`src/sst_pkg.sv`:
```
`default_nettype none

package sst_pkg;

  // ****************************************
  // Bus geometry and register indices
  // ****************************************
  localparam int AW = 24;
  localparam logic [21:0] IDX_MSTP = 22'h080014;
  localparam logic [21:0] IDX_SYSTEM_CLOCK_CONTROL = 22'h080020;
  localparam logic [21:0] IDX_SMR = 22'h088240;
  localparam logic [21:0] IDX_BRR = 22'h088241;
  localparam logic [21:0] IDX_SCR = 22'h088242;
  localparam logic [21:0] IDX_TDR = 22'h088243;
  localparam logic [21:0] IDX_SSR = 22'h088244;
  localparam logic [21:0] IDX_SCMR = 22'h088246;

  // ****************************************
  // Field positions and reset values
  // ****************************************
  localparam int STOP_BIT = 31;
  localparam int PCK_LSB = 8;
  localparam int TX_COMPLETE_FLAG_BIT = 2;
  localparam logic [31:0] MSTP_RST = 32'hFFFFFFFF;
  localparam logic [31:0] SYSTEM_CLOCK_CONTROL_RST = 32'h00000100;
  localparam logic [7:0] SMR_RST = 8'h00;
  localparam logic [7:0] BRR_RST = 8'hFF;
  localparam logic [7:0] SCR_RST = 8'h00;
  localparam logic [7:0] TDR_RST = 8'hFF;
  localparam logic [7:0] SCMR_RST = 8'h00;

  // ****************************************
  // Encodings and multipliers
  // ****************************************
  localparam logic [3:0] PCK_X8 = 4'h0;
  localparam logic [3:0] PCK_X4 = 4'h1;
  localparam logic [3:0] PCK_X2 = 4'h2;
  localparam int MULT_X8 = 8;
  localparam int MULT_X4 = 4;
  localparam int MULT_X2 = 2;
  localparam logic [1:0] CLK_SRC_INT = 2'h0;
  localparam logic [1:0] RESP_OKAY = 2'h0;
  localparam logic [1:0] RESP_SLVERR = 2'h2;
  localparam logic [3:0] BITS_PER_CHAR = 4'h8;

  // ****************************************
  // Register layouts
  // ****************************************
  typedef struct packed {
    logic tx_irq_enable;
    logic rx_irq_enable;
    logic tx_enable;
    logic rx_enable;
    logic mp_irq_enable;
    logic tx_done_irq_enable;
    logic [1:0] clk_src;
  } sst_scr_t;

  typedef struct packed {
    logic comm_mode_bit;
    logic [4:0] fmt;
    logic [1:0] clock_prescale;
  } sst_smr_t;

  typedef struct packed {
    logic [3:0] rsvd_hi;
    logic bit_order_sel;
    logic [1:0] rsvd_lo;
    logic card_mode_sel;
  } sst_scmr_t;

  typedef enum logic {ST_IDLE, ST_SHIFT} sst_state_t;

endpackage : sst_pkg

`default_nettype wire

```
`src/sst_top.sv`:
```
// Behaviour
// - mult code 0001 gives peripheral clock x4.
// - stop bit zero wakes the serial interface.
// - mode, order, clock fields locked while enabled.
// - enables set only from both-zero; clear together.
// - baud divisor readable always, writable only disabled.
// - clock source 00 drives internal shift clock.
// - transmit-end request gated by its enable.
// - transmission runs only while transmit enabled.
// - empty request gated by transmit interrupt enable.
// - prescale 00 feeds baud from peripheral clock.
// - mode bit one selects clock-synchronous operation.
// - card select zero keeps ordinary serial mode.
// - bit order zero shifts LSB first.
// - divisor 04h at 50 MHz gives 2.5 Mbps.
// - read-only end flag at status bit 2.
// - eight-bit transmit data register holds character.
//
// The implementer's own choice: the AXI4-Lite slave port.
`default_nettype none

module sst_top #(
  parameter int ACLK_HZ = 200_000_000,
  parameter int XTAL_HZ = 12_500_000
) (
  // Clock and reset.
  input wire logic aclk,
  input wire logic aresetn,
  // AXI4-Lite write channels.
  input wire logic [sst_pkg::AW-1:0] s_axi_awaddr,
  input wire logic s_axi_awvalid,
  output logic s_axi_awready,
  input wire logic [31:0] s_axi_wdata,
  input wire logic [3:0] s_axi_wstrb,
  input wire logic s_axi_wvalid,
  output logic s_axi_wready,
  output logic [1:0] s_axi_bresp,
  output logic s_axi_bvalid,
  input wire logic s_axi_bready,
  // AXI4-Lite read channels.
  input wire logic [sst_pkg::AW-1:0] s_axi_araddr,
  input wire logic s_axi_arvalid,
  output logic s_axi_arready,
  output logic [31:0] s_axi_rdata,
  output logic [1:0] s_axi_rresp,
  output logic s_axi_rvalid,
  input wire logic s_axi_rready,
  // Serial link.
  output logic serial_clock_pin_o,
  output logic serial_clock_pin_oe_n,
  output logic tx_data_o,
  // Interrupt requests to the system.
  output logic tx_empty_request,
  output logic tx_end_request
);

  localparam int DIV_X1 = ACLK_HZ / XTAL_HZ;

  if (XTAL_HZ <= 0 || ACLK_HZ % (XTAL_HZ * sst_pkg::MULT_X8) != 0 || DIV_X1 > 256) begin : g_chk
    $error("aclk must be a multiple of eight crystal periods, at most 256 of them");
  end

  // ****************************************
  // Register bus slave
  // ****************************************
  logic aw_hold_q;
  logic w_hold_q;
  logic [21:0] aw_idx_q;
  logic [31:0] wdata_q;
  logic [3:0] wstrb_q;
  logic wr_fire;
  logic [31:0] wmask;
  logic wr_smr;
  logic wr_brr;
  logic wr_scr;
  logic wr_tdr;
  logic wr_scmr;
  logic wr_system_clock_control;
  logic wr_mstp;
  logic mapped_w;

  assign s_axi_awready = !aw_hold_q && !s_axi_bvalid;
  assign s_axi_wready = !w_hold_q && !s_axi_bvalid;
  assign wr_fire = aw_hold_q && w_hold_q;
  assign wmask = {{8{wstrb_q[3]}}, {8{wstrb_q[2]}}, {8{wstrb_q[1]}}, {8{wstrb_q[0]}}};
  assign wr_mstp = wr_fire && aw_idx_q == sst_pkg::IDX_MSTP;
  assign wr_system_clock_control = wr_fire && aw_idx_q == sst_pkg::IDX_SYSTEM_CLOCK_CONTROL;
  assign wr_smr = wr_fire && wstrb_q[0] && aw_idx_q == sst_pkg::IDX_SMR;
  assign wr_brr = wr_fire && wstrb_q[0] && aw_idx_q == sst_pkg::IDX_BRR;
  assign wr_scr = wr_fire && wstrb_q[0] && aw_idx_q == sst_pkg::IDX_SCR;
  assign wr_tdr = wr_fire && wstrb_q[0] && aw_idx_q == sst_pkg::IDX_TDR;
  assign wr_scmr = wr_fire && wstrb_q[0] && aw_idx_q == sst_pkg::IDX_SCMR;

  always_comb begin
    mapped_w = 1'b1;
    if (aw_idx_q == sst_pkg::IDX_MSTP || aw_idx_q == sst_pkg::IDX_SYSTEM_CLOCK_CONTROL) begin
      mapped_w = 1'b1;
    end else if (aw_idx_q >= sst_pkg::IDX_SMR && aw_idx_q <= sst_pkg::IDX_SSR) begin
      mapped_w = 1'b1;
    end else if (aw_idx_q == sst_pkg::IDX_SCMR) begin
      mapped_w = 1'b1;
    end else begin
      mapped_w = 1'b0;
    end
  end

  always_ff @(posedge aclk) begin
    if (!aresetn) begin
      aw_hold_q <= 1'b0;
      aw_idx_q <= 22'h000000;
    end else if (s_axi_awvalid && s_axi_awready) begin
      aw_hold_q <= 1'b1;
      aw_idx_q <= s_axi_awaddr[sst_pkg::AW-1:2];
    end else if (wr_fire) begin
      aw_hold_q <= 1'b0;
    end
  end

  always_ff @(posedge aclk) begin
    if (!aresetn) begin
      w_hold_q <= 1'b0;
      wdata_q <= 32'h00000000;
      wstrb_q <= 4'h0;
    end else if (s_axi_wvalid && s_axi_wready) begin
      w_hold_q <= 1'b1;
      wdata_q <= s_axi_wdata;
      wstrb_q <= s_axi_wstrb;
    end else if (wr_fire) begin
      w_hold_q <= 1'b0;
    end
  end

  always_ff @(posedge aclk) begin
    if (!aresetn) begin
      s_axi_bvalid <= 1'b0;
      s_axi_bresp <= sst_pkg::RESP_OKAY;
    end else if (wr_fire) begin
      s_axi_bvalid <= 1'b1;
      s_axi_bresp <= mapped_w ? sst_pkg::RESP_OKAY : sst_pkg::RESP_SLVERR;
    end else if (s_axi_bready) begin
      s_axi_bvalid <= 1'b0;
    end
  end

  // ****************************************
  // Configuration registers
  // ****************************************
  logic [31:0] mstp_q;
  logic [31:0] system_clock_control_q;
  sst_pkg::sst_smr_t smr_q;
  logic [7:0] brr_q;
  sst_pkg::sst_scr_t scr_q;
  sst_pkg::sst_scr_t scr_wr;
  sst_pkg::sst_scmr_t scmr_q;
  logic [7:0] tdr_q;
  logic tdr_full_q;
  logic locked;
  logic active;
  logic [3:0] periph_clock_mult;

  assign locked = scr_q.tx_enable || scr_q.rx_enable;
  assign active = !mstp_q[sst_pkg::STOP_BIT];
  assign periph_clock_mult = system_clock_control_q[sst_pkg::PCK_LSB+3:sst_pkg::PCK_LSB];
  assign scr_wr = wdata_q[7:0];

  always_ff @(posedge aclk) begin
    if (!aresetn) begin
      mstp_q <= sst_pkg::MSTP_RST;
    end else if (wr_mstp) begin
      mstp_q <= (mstp_q & ~wmask) | (wdata_q & wmask);
    end
  end

  always_ff @(posedge aclk) begin
    if (!aresetn) begin
      system_clock_control_q <= sst_pkg::SYSTEM_CLOCK_CONTROL_RST;
    end else if (wr_system_clock_control) begin
      system_clock_control_q <= (system_clock_control_q & ~wmask) | (wdata_q & wmask);
    end
  end

  // Writes that hit a locked field are dropped silently but still answer OKAY.
  always_ff @(posedge aclk) begin
    if (!aresetn) begin
      smr_q <= sst_pkg::SMR_RST;
      scmr_q <= sst_pkg::SCMR_RST;
    end else if (!locked) begin
      if (wr_smr) begin
        smr_q <= wdata_q[7:0];
      end
      if (wr_scmr) begin
        scmr_q.card_mode_sel <= wdata_q[0];
        scmr_q.bit_order_sel <= wdata_q[3];
      end
    end
  end

  always_ff @(posedge aclk) begin
    if (!aresetn) begin
      brr_q <= sst_pkg::BRR_RST;
    end else if (wr_brr && !locked) begin
      brr_q <= wdata_q[7:0];
    end
  end

  always_ff @(posedge aclk) begin
    if (!aresetn) begin
      scr_q <= sst_pkg::SCR_RST;
    end else if (wr_scr) begin
      scr_q.tx_irq_enable <= scr_wr.tx_irq_enable;
      scr_q.rx_irq_enable <= scr_wr.rx_irq_enable;
      scr_q.mp_irq_enable <= scr_wr.mp_irq_enable;
      scr_q.tx_done_irq_enable <= scr_wr.tx_done_irq_enable;
      if (!locked) begin
        scr_q.clk_src <= scr_wr.clk_src;
        scr_q.tx_enable <= scr_wr.tx_enable;
        scr_q.rx_enable <= scr_wr.rx_enable;
      end else if (!scr_wr.tx_enable && !scr_wr.rx_enable) begin
        scr_q.tx_enable <= 1'b0;
        scr_q.rx_enable <= 1'b0;
      end
    end
  end

  always_ff @(posedge aclk) begin
    if (!aresetn) begin
      tdr_q <= sst_pkg::TDR_RST;
    end else if (wr_tdr) begin
      tdr_q <= wdata_q[7:0];
    end
  end

  // ****************************************
  // Peripheral clock and baud generator
  // ****************************************
  logic [7:0] pdiv;
  logic [7:0] pc_q;
  logic pclk_tick;
  logic [5:0] psc_lim;
  logic [5:0] psc_q;
  logic ptick;
  logic [8:0] hcnt_q;
  logic half_tick;
  sst_pkg::sst_state_t st_q;

  always_comb begin
    case (periph_clock_mult)
      sst_pkg::PCK_X8: pdiv = 8'(DIV_X1 / sst_pkg::MULT_X8 - 1);
      sst_pkg::PCK_X4: pdiv = 8'(DIV_X1 / sst_pkg::MULT_X4 - 1);
      sst_pkg::PCK_X2: pdiv = 8'(DIV_X1 / sst_pkg::MULT_X2 - 1);
      default: pdiv = 8'(DIV_X1 - 1);
    endcase
  end

  always_comb begin
    case (smr_q.clock_prescale)
      2'h0: psc_lim = 6'h00;
      2'h1: psc_lim = 6'h03;
      2'h2: psc_lim = 6'h0F;
      default: psc_lim = 6'h3F;
    endcase
  end

  assign pclk_tick = active && pc_q == pdiv;
  assign ptick = pclk_tick && psc_q == psc_lim;
  assign half_tick = ptick && hcnt_q == {brr_q, 1'b1};

  // The module clock is gated off while stopped, so the divider restarts cleanly.
  always_ff @(posedge aclk) begin
    if (!aresetn || !active || wr_system_clock_control) begin
      pc_q <= 8'h00;
    end else if (pclk_tick) begin
      pc_q <= 8'h00;
    end else begin
      pc_q <= pc_q + 8'h01;
    end
  end

  always_ff @(posedge aclk) begin
    if (!aresetn || st_q != sst_pkg::ST_SHIFT) begin
      psc_q <= 6'h00;
      hcnt_q <= 9'h000;
    end else if (pclk_tick) begin
      psc_q <= (psc_q == psc_lim) ? 6'h00 : psc_q + 6'h01;
      if (ptick) begin
        hcnt_q <= half_tick ? 9'h000 : hcnt_q + 9'h001;
      end
    end
  end

  // ****************************************
  // Transmit shifter
  // ****************************************
  logic tx_ok;
  logic load;
  logic sck_q;
  logic txd_q;
  logic [7:0] shreg_q;
  logic [2:0] bit_cnt_q;
  logic next_bit;
  logic tx_complete_flag;
  logic rise_now;
  logic done;

  // Only clock-synchronous, internally clocked, ordinary mode is served.
  assign tx_ok = active && scr_q.tx_enable
    && smr_q.comm_mode_bit
    && !scmr_q.card_mode_sel
    && scr_q.clk_src == sst_pkg::CLK_SRC_INT;
  assign load = tx_ok && st_q == sst_pkg::ST_IDLE && tdr_full_q;
  assign next_bit = scmr_q.bit_order_sel ? shreg_q[3'h7 - bit_cnt_q]
                                         : shreg_q[bit_cnt_q];
  assign rise_now = st_q == sst_pkg::ST_SHIFT && half_tick && !sck_q;
  assign done = rise_now && bit_cnt_q == 3'h7;
  assign tx_complete_flag = st_q == sst_pkg::ST_IDLE && !tdr_full_q;

  // A character in flight is abandoned at once when the link is disabled.
  always_ff @(posedge aclk) begin
    if (!aresetn || !tx_ok) begin
      st_q <= sst_pkg::ST_IDLE;
      sck_q <= 1'b1;
      bit_cnt_q <= 3'h0;
    end else begin
      case (st_q)
        sst_pkg::ST_IDLE: begin
          if (load) begin
            st_q <= sst_pkg::ST_SHIFT;
            bit_cnt_q <= 3'h0;
          end
        end
        sst_pkg::ST_SHIFT: begin
          if (half_tick && sck_q) begin
            sck_q <= 1'b0;
          end else if (rise_now) begin
            sck_q <= 1'b1;
            if (done) begin
              st_q <= sst_pkg::ST_IDLE;
            end else begin
              bit_cnt_q <= bit_cnt_q + 3'h1;
            end
          end
        end
        default: st_q <= sst_pkg::ST_IDLE;
      endcase
    end
  end

  // Data changes on the falling edge so the far end samples a settled bit.
  always_ff @(posedge aclk) begin
    if (!aresetn) begin
      shreg_q <= 8'h00;
      txd_q <= 1'b1;
    end else if (load) begin
      shreg_q <= tdr_q;
      txd_q <= scmr_q.bit_order_sel ? tdr_q[7] : tdr_q[0];
    end else if (st_q == sst_pkg::ST_SHIFT && half_tick && sck_q && bit_cnt_q != 3'h0) begin
      txd_q <= next_bit;
    end
  end

  // A write in the cycle of a load refills the register: the set wins.
  always_ff @(posedge aclk) begin
    if (!aresetn) begin
      tdr_full_q <= 1'b0;
    end else if (wr_tdr) begin
      tdr_full_q <= 1'b1;
    end else if (load) begin
      tdr_full_q <= 1'b0;
    end
  end

  always_ff @(posedge aclk) begin
    if (!aresetn) begin
      tx_empty_request <= 1'b0;
      tx_end_request <= 1'b0;
    end else begin
      tx_empty_request <= scr_q.tx_irq_enable && scr_q.tx_enable && !tdr_full_q;
      tx_end_request <= scr_q.tx_done_irq_enable && scr_q.tx_enable && tx_complete_flag;
    end
  end

  assign serial_clock_pin_o = sck_q;
  assign serial_clock_pin_oe_n = !(active && smr_q.comm_mode_bit
    && scr_q.clk_src == sst_pkg::CLK_SRC_INT);
  assign tx_data_o = txd_q;

  // ****************************************
  // Register read path
  // ****************************************
  logic [21:0] ar_idx;
  logic [31:0] rd_mux;
  logic rd_hit;

  assign ar_idx = s_axi_araddr[sst_pkg::AW-1:2];
  assign s_axi_arready = !s_axi_rvalid;

  always_comb begin
    rd_mux = 32'h00000000;
    rd_hit = 1'b1;
    if (ar_idx == sst_pkg::IDX_MSTP) begin
      rd_mux = mstp_q;
    end else if (ar_idx == sst_pkg::IDX_SYSTEM_CLOCK_CONTROL) begin
      rd_mux = system_clock_control_q;
    end else if (ar_idx == sst_pkg::IDX_SMR) begin
      rd_mux = {24'h000000, smr_q};
    end else if (ar_idx == sst_pkg::IDX_BRR) begin
      rd_mux = {24'h000000, brr_q};
    end else if (ar_idx == sst_pkg::IDX_SCR) begin
      rd_mux = {24'h000000, scr_q};
    end else if (ar_idx == sst_pkg::IDX_TDR) begin
      rd_mux = {24'h000000, tdr_q};
    end else if (ar_idx == sst_pkg::IDX_SSR) begin
      rd_mux[sst_pkg::TX_COMPLETE_FLAG_BIT] = tx_complete_flag;
    end else if (ar_idx == sst_pkg::IDX_SCMR) begin
      rd_mux = {24'h000000, scmr_q};
    end else begin
      rd_hit = 1'b0;
    end
  end

  always_ff @(posedge aclk) begin
    if (!aresetn) begin
      s_axi_rvalid <= 1'b0;
      s_axi_rdata <= 32'h00000000;
      s_axi_rresp <= sst_pkg::RESP_OKAY;
    end else if (s_axi_arvalid && s_axi_arready) begin
      s_axi_rvalid <= 1'b1;
      s_axi_rdata <= rd_mux;
      s_axi_rresp <= rd_hit ? sst_pkg::RESP_OKAY : sst_pkg::RESP_SLVERR;
    end else if (s_axi_rready) begin
      s_axi_rvalid <= 1'b0;
    end
  end

  // ****************************************
  // Checks
  // ****************************************
  logic [3:0] pulses_q;
  logic dflt;
  logic [6:0] low_q;

  // A 39-deep repetition would be unrolled by the tools, so the low half is counted here.
  localparam logic [6:0] HALF_BIT_CYC = 7'h28;

  assign dflt = ACLK_HZ == 200_000_000 && XTAL_HZ == 12_500_000;

  always_ff @(posedge aclk) begin
    if (!aresetn || load) begin
      pulses_q <= 4'h0;
    end else if (rise_now) begin
      pulses_q <= pulses_q + 4'h1;
    end
  end

  always_ff @(posedge aclk) begin
    if (!aresetn || sck_q) begin
      low_q <= 7'h00;
    end else if (low_q != 7'h7F) begin
      low_q <= low_q + 7'h01;
    end
  end
endmodule : sst_top

`default_nettype wire

```
`config.mk`:
```
export PLATFORM = sky130hd
export DESIGN_NAME = sst_top
export DESIGN_NICKNAME = d
export VERILOG_FILES = /design/src/sst_pkg.sv /design/src/sst_top.sv
export SDC_FILE = /design/constraint.sdc
export NUM_CORES = 1
export LEC_CHECK = 0
export BUFFER_PORTS_ARGS = -buffer_cell sky130_fd_sc_hd__buf_4
export CORE_MARGIN = 2
export CORE_UTILIZATION = 50
export DETAILED_ROUTE_END_ITERATION = 7
export PLACE_DENSITY = 0.81
export SKIP_CTS_REPAIR_TIMING = 1
export SLEW_MARGIN = 20
export SYNTH_ARGS = -nofsm -noshare
export SYNTH_HDL_FRONTEND = slang
export SYNTH_SLANG_ARGS = --single-unit
```
`constraint.sdc`:
```
create_clock -name aclk -period 2.63 [get_ports aclk]
set_input_delay 0.3945 -clock aclk [delete_from_list [all_inputs] [get_ports aclk]]
set_output_delay 0.3945 -clock aclk [all_outputs]
set_load 0.02 [all_outputs]
```
==> results.json, run 1 <==
{
  "status": "complete, no violations",
  "vias": 8329,
  "grt_pass1_vias": 8004,
  "vdd_drop_max_mv": 0.5356,
  "skew_ns": 0.02487,
  "worst_slack_ns": 0.2802,
  "diodes": 0,
  "wl_per_cell_um": 16.24,
  "grt-ovfl-total": 0,
  "slowest_delay_ns": 0.47,
  "grt_use_total": 0.2289,
  "die_area_um2": 21130,
  "grt_use_met2": 0.3860,
  "crit_arrival_ns": 2.76,
  "worstPathCellList": "nor4_2 > nand4_2 > nor4_1 > buf_4 > and2_1 > mux2i_1 > nor2b_1",
  "cts_tree": "built",
  "crit_type": "register to register",
  "rsz0062_at_grt": "false",
  "portBuffers": 130,
  "io_pins": 137,
  "place_congestion": 0.8419,
  "post-route-min-period_ns": 2.350,
  "relSlewSlack": 0.5027,
  "synthFlopType": "dfxtp_1",
  "grt_max_degree": 71,
  "syn_to_final_growth_pct": 20.42,
  "antenna_found_initial": 0,
  "cts_buffers": 24,
  "synth.cell_area_um2": 9992,
  "dp_slack_ns": 0.2512,
  "avgSynthCellArea_um2": 8.945,
  "ant_nets": 0,
  "ys_seq_area_frac": 0.4688,
  "start_kind": "register",
  "cap_violations": 0,
  "vias_per_cell": 5.527,
  "root_buffer": "clkbuf_16",
  "nets": 1324,
  "ys_warn_count": 0,
  "final_cell_mix": "dfxtp_1, nand2_1, buf_4",
  "drt-pass1-iter-count": 5,
  "cp-end-kind": "register",
  "grt_pass1_wl_mm": 40.72,
  "fill_cells": 1662,
  "syn_inst": 1117,
  "grt_use_met3": 0.03260,
  "hold_path.class": "primary input to register",
  "worst_path_max_delay_cell": "and2_1",
  "ys_ff_latch": 234,
  "core_area_um2": 19530,
  "die_width_um": 145.4,
  "post-route-period-util": 0.8935,
  "drive_gt1_frac": 0.1715,
  "worst_pin_slew_ns": 0.7460,
  "p_per_area_nw_per_um2": 652.1,
  "clkLatencyLatePin_ns": 0.52,
  "setup-violations-final": 0,
  "crit_required_ns": 3.04,
  "initial_utilization": 0.5117,
  "cp_max_fo": 8,
  "synthDistinctLibCells": 60,
  "tns_ns": 0,
  "grtUsageMet1": 0.3100,
  "final_hold_viol_count": 0,
  "top_usage_layer": "met2",
  "finalWirelength_mm": 24.47,
  "max_freq_ghz": 0.4256,
  "drc": 0,
  "async_flop_share": 0,
  "cts_buffer_depth": 3,
  "finalMaxSlewViolations": 0,
  "first_iter_violations": 658,
  "rows": 51,
  "clk_pin_slew_ns": 0.06,
  "synth_edf_count": 0,
  "cts_max_level": 1,
  "die_y_um": 145.4,
  "dp_hpwl_mm": 16.44,
  "leakage_nw": 4.810,
  "cts_sinks": 234,
  "final_common_cell": "dfxtp_1"
}
synthesized netlist by cell type, types with 4 or more instances:
library cell / instances / area share
o21ai_0: 32 / 0.016
nand2b_1: 6 / 0.0038
nor4b_1: 6 / 0.0053
a221oi_1: 27 / 0.024
a21boi_1: 61 / 0.046
nand4_1: 7 / 0.0044
nor4_1: 10 / 0.0063
mux2i_1: 78 / 0.078
ha_1: 6 / 0.0075
nor3_1: 11 / 0.0055
a21oi_1: 18 / 0.0090
buf_2: 13 / 0.0065
nor2b_1: 62 / 0.039
xor2_1: 11 / 0.0096
dfxtp_1: 234 / 0.47
nand2_1: 225 / 0.085
and2_1: 10 / 0.0063
inv_1: 5 / 0.0019
xnor2_1: 14 / 0.012
and3_1: 10 / 0.0063
nor2_1: 67 / 0.025
o21ai_1: 7 / 0.0035
nand3_1: 58 / 0.029
and4_1: 4 / 0.0035
clkbuf_1: 58 / 0.022
mux4_2: 9 / 0.020
a211oi_1: 7 / 0.0053
or3_1: 4 / 0.0025
o22ai_1: 5 / 0.0031
critical path, delay by kind of cell (launching register included):
family / cells / cell delay, ns
buffers and inverters: 1 / 0.21
AND/OR/NAND/NOR: 5 / 1.44
multiplexers: 1 / 0.28
flip-flops: 1 / 0.32
power by group:
part / internal (mW) / switching [mW]
registers: 3.65 / 0.0931
logic: 0.284 / 0.339
clock network: 2.11 / 1.37
total: 6.04 / 1.81
per-layer routing:
| layer | up-vias | wire (µm) |
|---|---|---|
| li1 | 4102 | - |
| met4 | 0 | 554 |
| met5 | - | 0 |
| met1 | 3950 | 11060 |
| met3 | 42 | 1322 |
| met2 | 235 | 11530 |
cell type report:
class / instances / area, µm² / share of cell area
repair buffers: 157 / 1191 / 0.09899
flip-flops and latches: 234 / 4684 / 0.3893
clock inverters: 8 / 130.1 / 0.01081
inverters: 7 / 26.28 / 0.002184
clock buffers: 33 / 684.4 / 0.05688
well taps: 265 / 331.6 / 0.02756
multi-input cells: 803 / 4985 / 0.4143
metrics by stage:
stage / instances / cell area, µm² / utilization / hold slack [ns] / total power, mW
floorplan: 1118 / 9996 / - / 0.4350 / 4.155
global placement: 1466 / 11220 / 0.5745 / 0.4425 / 4.423
detailed placement: 1466 / 11220 / 0.5745 / 0.4465 / 4.437
CTS: 1507 / 12030 / 0.6162 / 0.1037 / 7.894
global route: 1507 / 12030 / 0.6162 / 0.1015 / 8.121
finish: 1507 / 12030 / 0.6162 / 0.1128 / 7.846
logic make-up (layout without fill, tap and decap cells):
family	Yosys count	count (layout)	share of synthesized area
simple gates	503	503	0.2417
flops	234	234	0.4688
compound gates	176	176	0.1238
mux	91	91	0.1029
buf+inv	81	205	0.03293
xor+xnor	25	25	0.02191
fa+ha+maj	6	6	0.007513
other cells	1	2	0.0003753
path summary, 6_finish.rpt:
path,from,endpoint,slack [ns],depth (start not counted)
max,aw_idx_q[21],register,0.28,7
min,s_axi_wdata[23],wdata_q[23],0.11,3
max reg2reg,aw_idx_q[21],register,0.28,7
min reg2reg,aw_idx_q[18],aw_idx_q[18],0.45,2
Note: power is estimated with default switching activity, not from simulation.
==> inputs of run 2 (changes only) <==
--- a/config.mk
+++ b/config.mk
@@ -5,13 +5,14 @@
 export SDC_FILE = /design/constraint.sdc
 export NUM_CORES = 1
 export LEC_CHECK = 0
+export ABC_AREA = 1
 export BUFFER_PORTS_ARGS = -buffer_cell sky130_fd_sc_hd__buf_4
 export CORE_MARGIN = 2
 export CORE_UTILIZATION = 50
 export DETAILED_ROUTE_END_ITERATION = 7
 export PLACE_DENSITY = 0.81
 export SKIP_CTS_REPAIR_TIMING = 1
-export SLEW_MARGIN = 20
+export SLEW_MARGIN = 30
 export SYNTH_ARGS = -nofsm -noshare
 export SYNTH_HDL_FRONTEND = slang
 export SYNTH_SLANG_ARGS = --single-unit
==> constraint.sdc (replaced) <==
create_clock -name aclk -period 2.56 [get_ports aclk]
set_input_delay 0.384 -clock aclk [delete_from_list [all_inputs] [get_ports aclk]]
set_output_delay 0.384 -clock aclk [all_outputs]
set_load 0.02 [all_outputs]
==> results.json, run 2 <==
{
  "ant_nets": 0,
  "clkLatencyLatePin_ns": 0.52,
  "start_kind": "register",
  "tns_ns": 0,
  "drt-pass1-iter-count": 5,
  "status": "complete, no violations",
  "crit_buf_inv": 2,
  "final_cell_mix": "dfxtp_1, inv_1, nand2_1",
  "relSlewSlack": 0.6334,
  "fill_cells": 1808,
  "synth_edf_count": 0,
  "dp_hpwl_mm": 18.31,
  "dpl-instance-area_um2": 11730,
  "synth_area_leaders": "dfxtp_1, inv_1, nand2_1",
  "core_area_um2": 20890,
  "dp_slack_ns": 0.4246,
  "rows": 53,
  "multi_input_area_um2": 4782,
  "crit_arrival_ns": 2.49,
  "p_per_area_nw_per_um2": 656.7,
  "worstPathCellList": "nor2_1 > nand2_1 > inv_2 > nand3_2 > inv_2 > nand4_1 > nor2_2 > nand2_2 > nor2_4 > nor2_1 > a211oi_1",
  "worst_slack_ns": 0.4950,
  "diodes": 0,
  "crit_required_ns": 2.99,
  "synth_area_leader_cell": "dfxtp_1",
  "async_flop_share": 0,
  "slowest_delay_ns": 0.37,
  "final-seq-area_um2": 4684,
  "synth_top_area_share": 0.4432,
  "grt_max_degree": 95,
  "post-route-min-period_ns": 2.065,
  "die_y_um": 149.4,
  "place_congestion": 0.8827,
  "critPathTopFamily": "simple AND/OR/NAND/NOR gates",
  "cap_violations": 0,
  "drive_gt1_frac": 0.1646,
  "cp_max_fo": 16,
  "cp-end-kind": "register",
  "syn_inst": 1418,
  "synth_common_cells": "dfxtp_1, inv_1, nand2_1",
  "grt_pass1_vias": 9054,
  "max_freq_ghz": 0.4843,
  "ys_ff_latch": 234,
  "vias_per_cell": 5.426,
  "clk_pin_slew_ns": 0.06,
  "die_width_um": 149.4,
  "io_pins": 137,
  "cts_buffers": 25,
  "grt_pass1_wl_mm": 43.33,
  "synth.cell_area_um2": 10570,
  "first_iter_violations": 647,
  "avgSynthCellArea_um2": 7.454,
  "grt-ovfl-total": 0,
  "final_util": 0.6030,
  "crit_type": "register to register",
  "setup-violations-final": 0,
  "root_buffer": "clkbuf_16",
  "drc": 0,
  "ys_seq_area_frac": 0.4432,
  "final_common_cell": "dfxtp_1",
  "hold_path.class": "primary input to register",
  "synthDistinctLibCells": 46,
  "cts_max_level": 1,
  "synth.most_common_cell": "dfxtp_1",
  "syn_to_final_growth_pct": 19.16,
  "finalMaxSlewViolations": 0,
  "grt_use_total": 0.2350,
  "portBuffers": 130,
  "final_hold_viol_count": 0,
  "vias": 9864,
  "die_area_um2": 22320,
  "finalInstanceArea_um2": 12600,
  "ys_warn_count": 0,
  "synthFlopType": "dfxtp_1",
  "power_mw": 8.272,
  "antenna_found_initial": 0,
  "worst_pin_slew_ns": 0.5485,
  "wl_per_cell_um": 14.64,
  "nets": 1623,
  "cts_sinks": 234,
  "post-route-period-util": 0.8066,
  "skew_ns": 0.01205,
  "initial_utilization": 0.5060,
  "worst_path_max_delay_cell": "nor2_4",
  "finalWirelength_mm": 26.62,
  "cts_tree": "built",
  "rsz0062_at_grt": "false",
  "cts_buffer_depth": 3,
  "leakage_nw": 5.702,
  "vdd_drop_max_mv": 0.4673
}
-- run 2: changes by cell type in the layout (fill, tap and decap cells not counted), sizes merged, moves of 61 or more --
cell | previous run | this run
mux2i | 78 | 0
nor2b | 62 | 0
o21ai | 39 | 153
a21boi | 61 | 0
inv | 8 | 212
nor2 | 67 | 195
a21oi | 18 | 125
-- run 2: power breakdown --
| part | switching, mW | internal, mW | total (mW) |
|---|---|---|---|
| clock network | 1.47 | 2.30 | 3.77 |
| logic | 0.421 | 0.254 | 0.675 |
| registers | 0.0688 | 3.76 | 3.83 |
| total | 1.96 | 6.31 | 8.27 |
-- run 2: worst paths after layout --
path | from | end | slack (ns) | cells past startpoint
hold / removal | s_axi_bready | s_axi_bvalid | 0.11 | 4
hold reg to reg | s_axi_rdata[3] | s_axi_rdata[3] | 0.46 | 2
setup / recovery | aw_idx_q[16] | register | 0.50 | 11
setup reg to reg | aw_idx_q[16] | register | 0.50 | 11
-- run 2: final cells by class --
class	instances	share of cell area
multi-input combinational	907	0.3797
clock buffer	35	0.05821
inverter	212	0.06318
clock inverter	9	0.01073
sequential	234	0.3719
timing repair buffer	146	0.08900
tap	275	0.02732
-- run 2: cell families (layout without fill, tap and decap cells) --
logic type,Yosys count,after routing,synth area share
simple gates,511,511,0.2277
flops,234,234,0.4432
fa+ha+maj,6,6,0.007102
compound gates,375,375,0.2058
xor+xnor,13,13,0.01077
other cells,1,2,0.0003548
buf+inv,278,402,0.1050
-- run 2: metal layers --
| layer | up-vias | global-route usage | routed length (µm) | share of wire |
|---|---|---|---|---|
| li1 | 4943 | - | - | - |
| met1 | 4560 | 0.3154 | 11740 | 0.44 |
| met2 | 317 | 0.3881 | 12300 | 0.46 |
| met3 | 44 | 0.04251 | 2047 | 0.077 |
| met4 | 0 | 0.06667 | 530 | 0.020 |
| met5 | - | 0 | 0 | 0 |
-- run 2: per-stage QoR --
| step | hold WS, ns | instances |
|---|---|---|
| 6_report | 0.1088 | 1818 |
| 2_1_floorplan | 0.4265 | 1419 |
| 4_1_cts | 0.1011 | 1818 |
| 5_1_grt | 0.1010 | 1818 |
| 3_3_place_gp | 0.4445 | 1774 |
| 3_5_place_dp | 0.4571 | 1774 |
-- run 2: worst reg2reg max path, stage by stage (launching register included) --
cell and delay, ns:
dfxtp_1 0.31, nor2_1 0.13, nand2_1 0.10, inv_2 0.07, nand3_2 0.13, inv_2 0.07
nand4_1 0.14, nor2_2 0.21, nand2_2 0.17, nor2_4 0.37, nor2_1 0.07, a211oi_1 0.20
==> inputs of run 3 (changes only) <==
--- a/config.mk
+++ b/config.mk
@@ -10,7 +10,7 @@
 export CORE_MARGIN = 2
 export CORE_UTILIZATION = 50
 export DETAILED_ROUTE_END_ITERATION = 7
-export PLACE_DENSITY = 0.81
+export PLACE_DENSITY = 0.83
 export SKIP_CTS_REPAIR_TIMING = 1
 export SLEW_MARGIN = 30
 export SYNTH_ARGS = -nofsm -noshare
==> constraint.sdc (replaced) <==
create_clock -name aclk -period 1.72 [get_ports aclk]
set_input_delay 0.258 -clock aclk [delete_from_list [all_inputs] [get_ports aclk]]
set_output_delay 0.258 -clock aclk [all_outputs]
set_load 0.02 [all_outputs]
==> results.json, run 3 (synthesis results as in run 2) <==
{
  "clk_pin_slew_ns": 0.06,
  "cts_buffer_depth": 3,
  "first_iter_violations": 1018,
  "drive_gt1_frac": 0.3054,
  "power_mw": 12.74,
  "r2r.worst_path.cells": 11,
  "post-route-min-period_ns": 1.896,
  "root_buffer": "clkbuf_16",
  "cpMostUsedCell": "nand2_1",
  "clkLatencyLatePin_ns": 0.52,
  "hold_end": "aw_idx_q[3]",
  "r2r-end": "bit_cnt_q[1]",
  "leakage_nw": 6.448,
  "crit_buf_inv": 1,
  "cp.depth": 11,
  "diodes": 0,
  "grt-ovfl-total": 0,
  "crit_arrival_ns": 2.35,
  "setup-violations-final": 94,
  "grt_max_degree": 72,
  "final_hold_viol_count": 3,
  "grtUsageMet1": 0.3248,
  "drc": 0,
  "post-route-period-util": 1.102,
  "crit_required_ns": 2.17,
  "io_pins": 137,
  "cp_max_fo": 5,
  "rsz0062_at_grt": "true",
  "grt_use_met2": 0.4133,
  "p_sw_mw": 3.102,
  "worstPathCellList": "inv_1 > nand2_1 > nor2_1 > nand3_1 > nor2_2 > nand3_2 > nor2_4 > nand4_1 > nand2_1 > nand2_1 > a21oi_2",
  "cp-end-kind": "register",
  "vdd_drop_max_mv": 0.7546,
  "reg2reg_from": "pc_q[5]",
  "drt-pass1-iter-count": 6,
  "cts_buffers": 25,
  "syn_to_final_growth_pct": 36.26,
  "top_usage_layer": "met2",
  "hold_path_depth": 3,
  "wl_per_cell_um": 16.84,
  "initial_utilization": 0.5060,
  "die_y_um": 149.4,
  "portBuffers": 130,
  "worst_path_max_delay_cell": "dfxtp_1",
  "worst_slack_ns": -0.1759,
  "switching_share": 0.2434,
  "p_seq_frac": 0.450,
  "internal_power_mw": 9.641,
  "cts_sinks": 234,
  "cts_max_level": 1,
  "final_common_cell": "buf_4",
  "cap_violations": 0,
  "die_area_um2": 22320,
  "grt_pass1_vias": 9613,
  "clkPwrFrac": 0.457,
  "critPathTopFamily": "simple AND/OR/NAND/NOR gates",
  "status": "finished, violations left",
  "relSlewSlack": 0.6515,
  "final-seq-area_um2": 4715,
  "finalMaxSlewViolations": 0,
  "place_congestion": 0.8924,
  "crit_type": "register to register",
  "ant_nets": 0,
  "skew_ns": 0.008252,
  "vias_per_cell": 5.644,
  "fill_cells": 1521,
  "die_width_um": 149.4,
  "hold_path.class": "primary input to register",
  "antenna_found_initial": 0,
  "vias": 10921,
  "grt_use_total": 0.2474,
  "min-delay-start": "s_axi_awaddr[5]",
  "finalWirelength_mm": 32.59,
  "core_area_um2": 20890,
  "worst_hold_slack_ns": -0.009633,
  "final_cell_mix": "buf_4, dfxtp_1, inv_1",
  "p_per_area_nw_per_um2": 884.8,
  "slowest_delay_ns": 0.34,
  "grt_use_met3": 0.04526,
  "worst_pin_slew_ns": 0.5174,
  "regToRegSetupSlack_ns": -0.18,
  "cts_tree": "built",
  "dp_hpwl_mm": 19.86,
  "violations": "negative hold slack, negative setup slack",
  "share_comb_of_total_power": 0.094,
  "crit_path_start": "pc_q[5]",
  "max_freq_ghz": 0.5274,
  "multi_input_area_um2": 5400,
  "grt_pass1_wl_mm": 45.60,
  "nets": 1740,
  "start_kind": "register",
  "rows": 53
}
==> run 3: power by group through the flow <==
stage	clock (mW)	combinational, mW	sequential (mW)
final	5.82	1.19	5.73
after global routing	6.07	1.29	5.75
after CTS	5.86	1.07	5.70
after detailed placement	0	1.06	5.82
after global placement	0	1.03	5.81
after floorplan	0	0.556	5.85
==> run 3: how the worst max path moves through the flow <==
| stage | end |
|---|---|
| 6_report | bit_cnt_q[1] |
| 5_1_grt | register |
| 4_1_cts | tx_data_o |
| 3_5_place_dp | tx_data_o |
| 3_3_place_gp | tx_data_o |
| 2_1_floorplan | register |
==> run 3: through the flow <==
step | instance area (µm²) | utilization | setup slack, ns | setup TNS, ns | instances
after global routing | 14400 | 0.6895 | -0.3383 | -19.66 | 1935
after detailed placement | 12500 | 0.5983 | -0.1942 | -5.121 | 1860
after global placement | 12500 | 0.5983 | -0.1413 | -2.289 | 1860
final | 14400 | 0.6895 | -0.1759 | -9.017 | 1935
after floorplan | 10570 | - | 0.1026 | 0 | 1419
after CTS | 13400 | 0.6413 | -0.2037 | -6.505 | 1904
==> run 3: worst min-delay path, stage by stage <==
cell and delay [ns]:
buf_4 0.07, o21ai_0 0.07, nor2_1 0.07
==> run 3: metal layers <==
metal  up-vias  part of all wire
met5         -                 0
met4         0             0.029
met3        84             0.086
met2       540              0.49
met1      5097              0.39
li1       5200                 -
==> run 3: layout make-up <==
type,count,area share
clock inverter,14,0.01477
multi-input combinational,910,0.3749
sequential,234,0.3273
tap,275,0.02389
inverter,212,0.05647
clock buffer,30,0.04752
timing repair buffer,260,0.1551
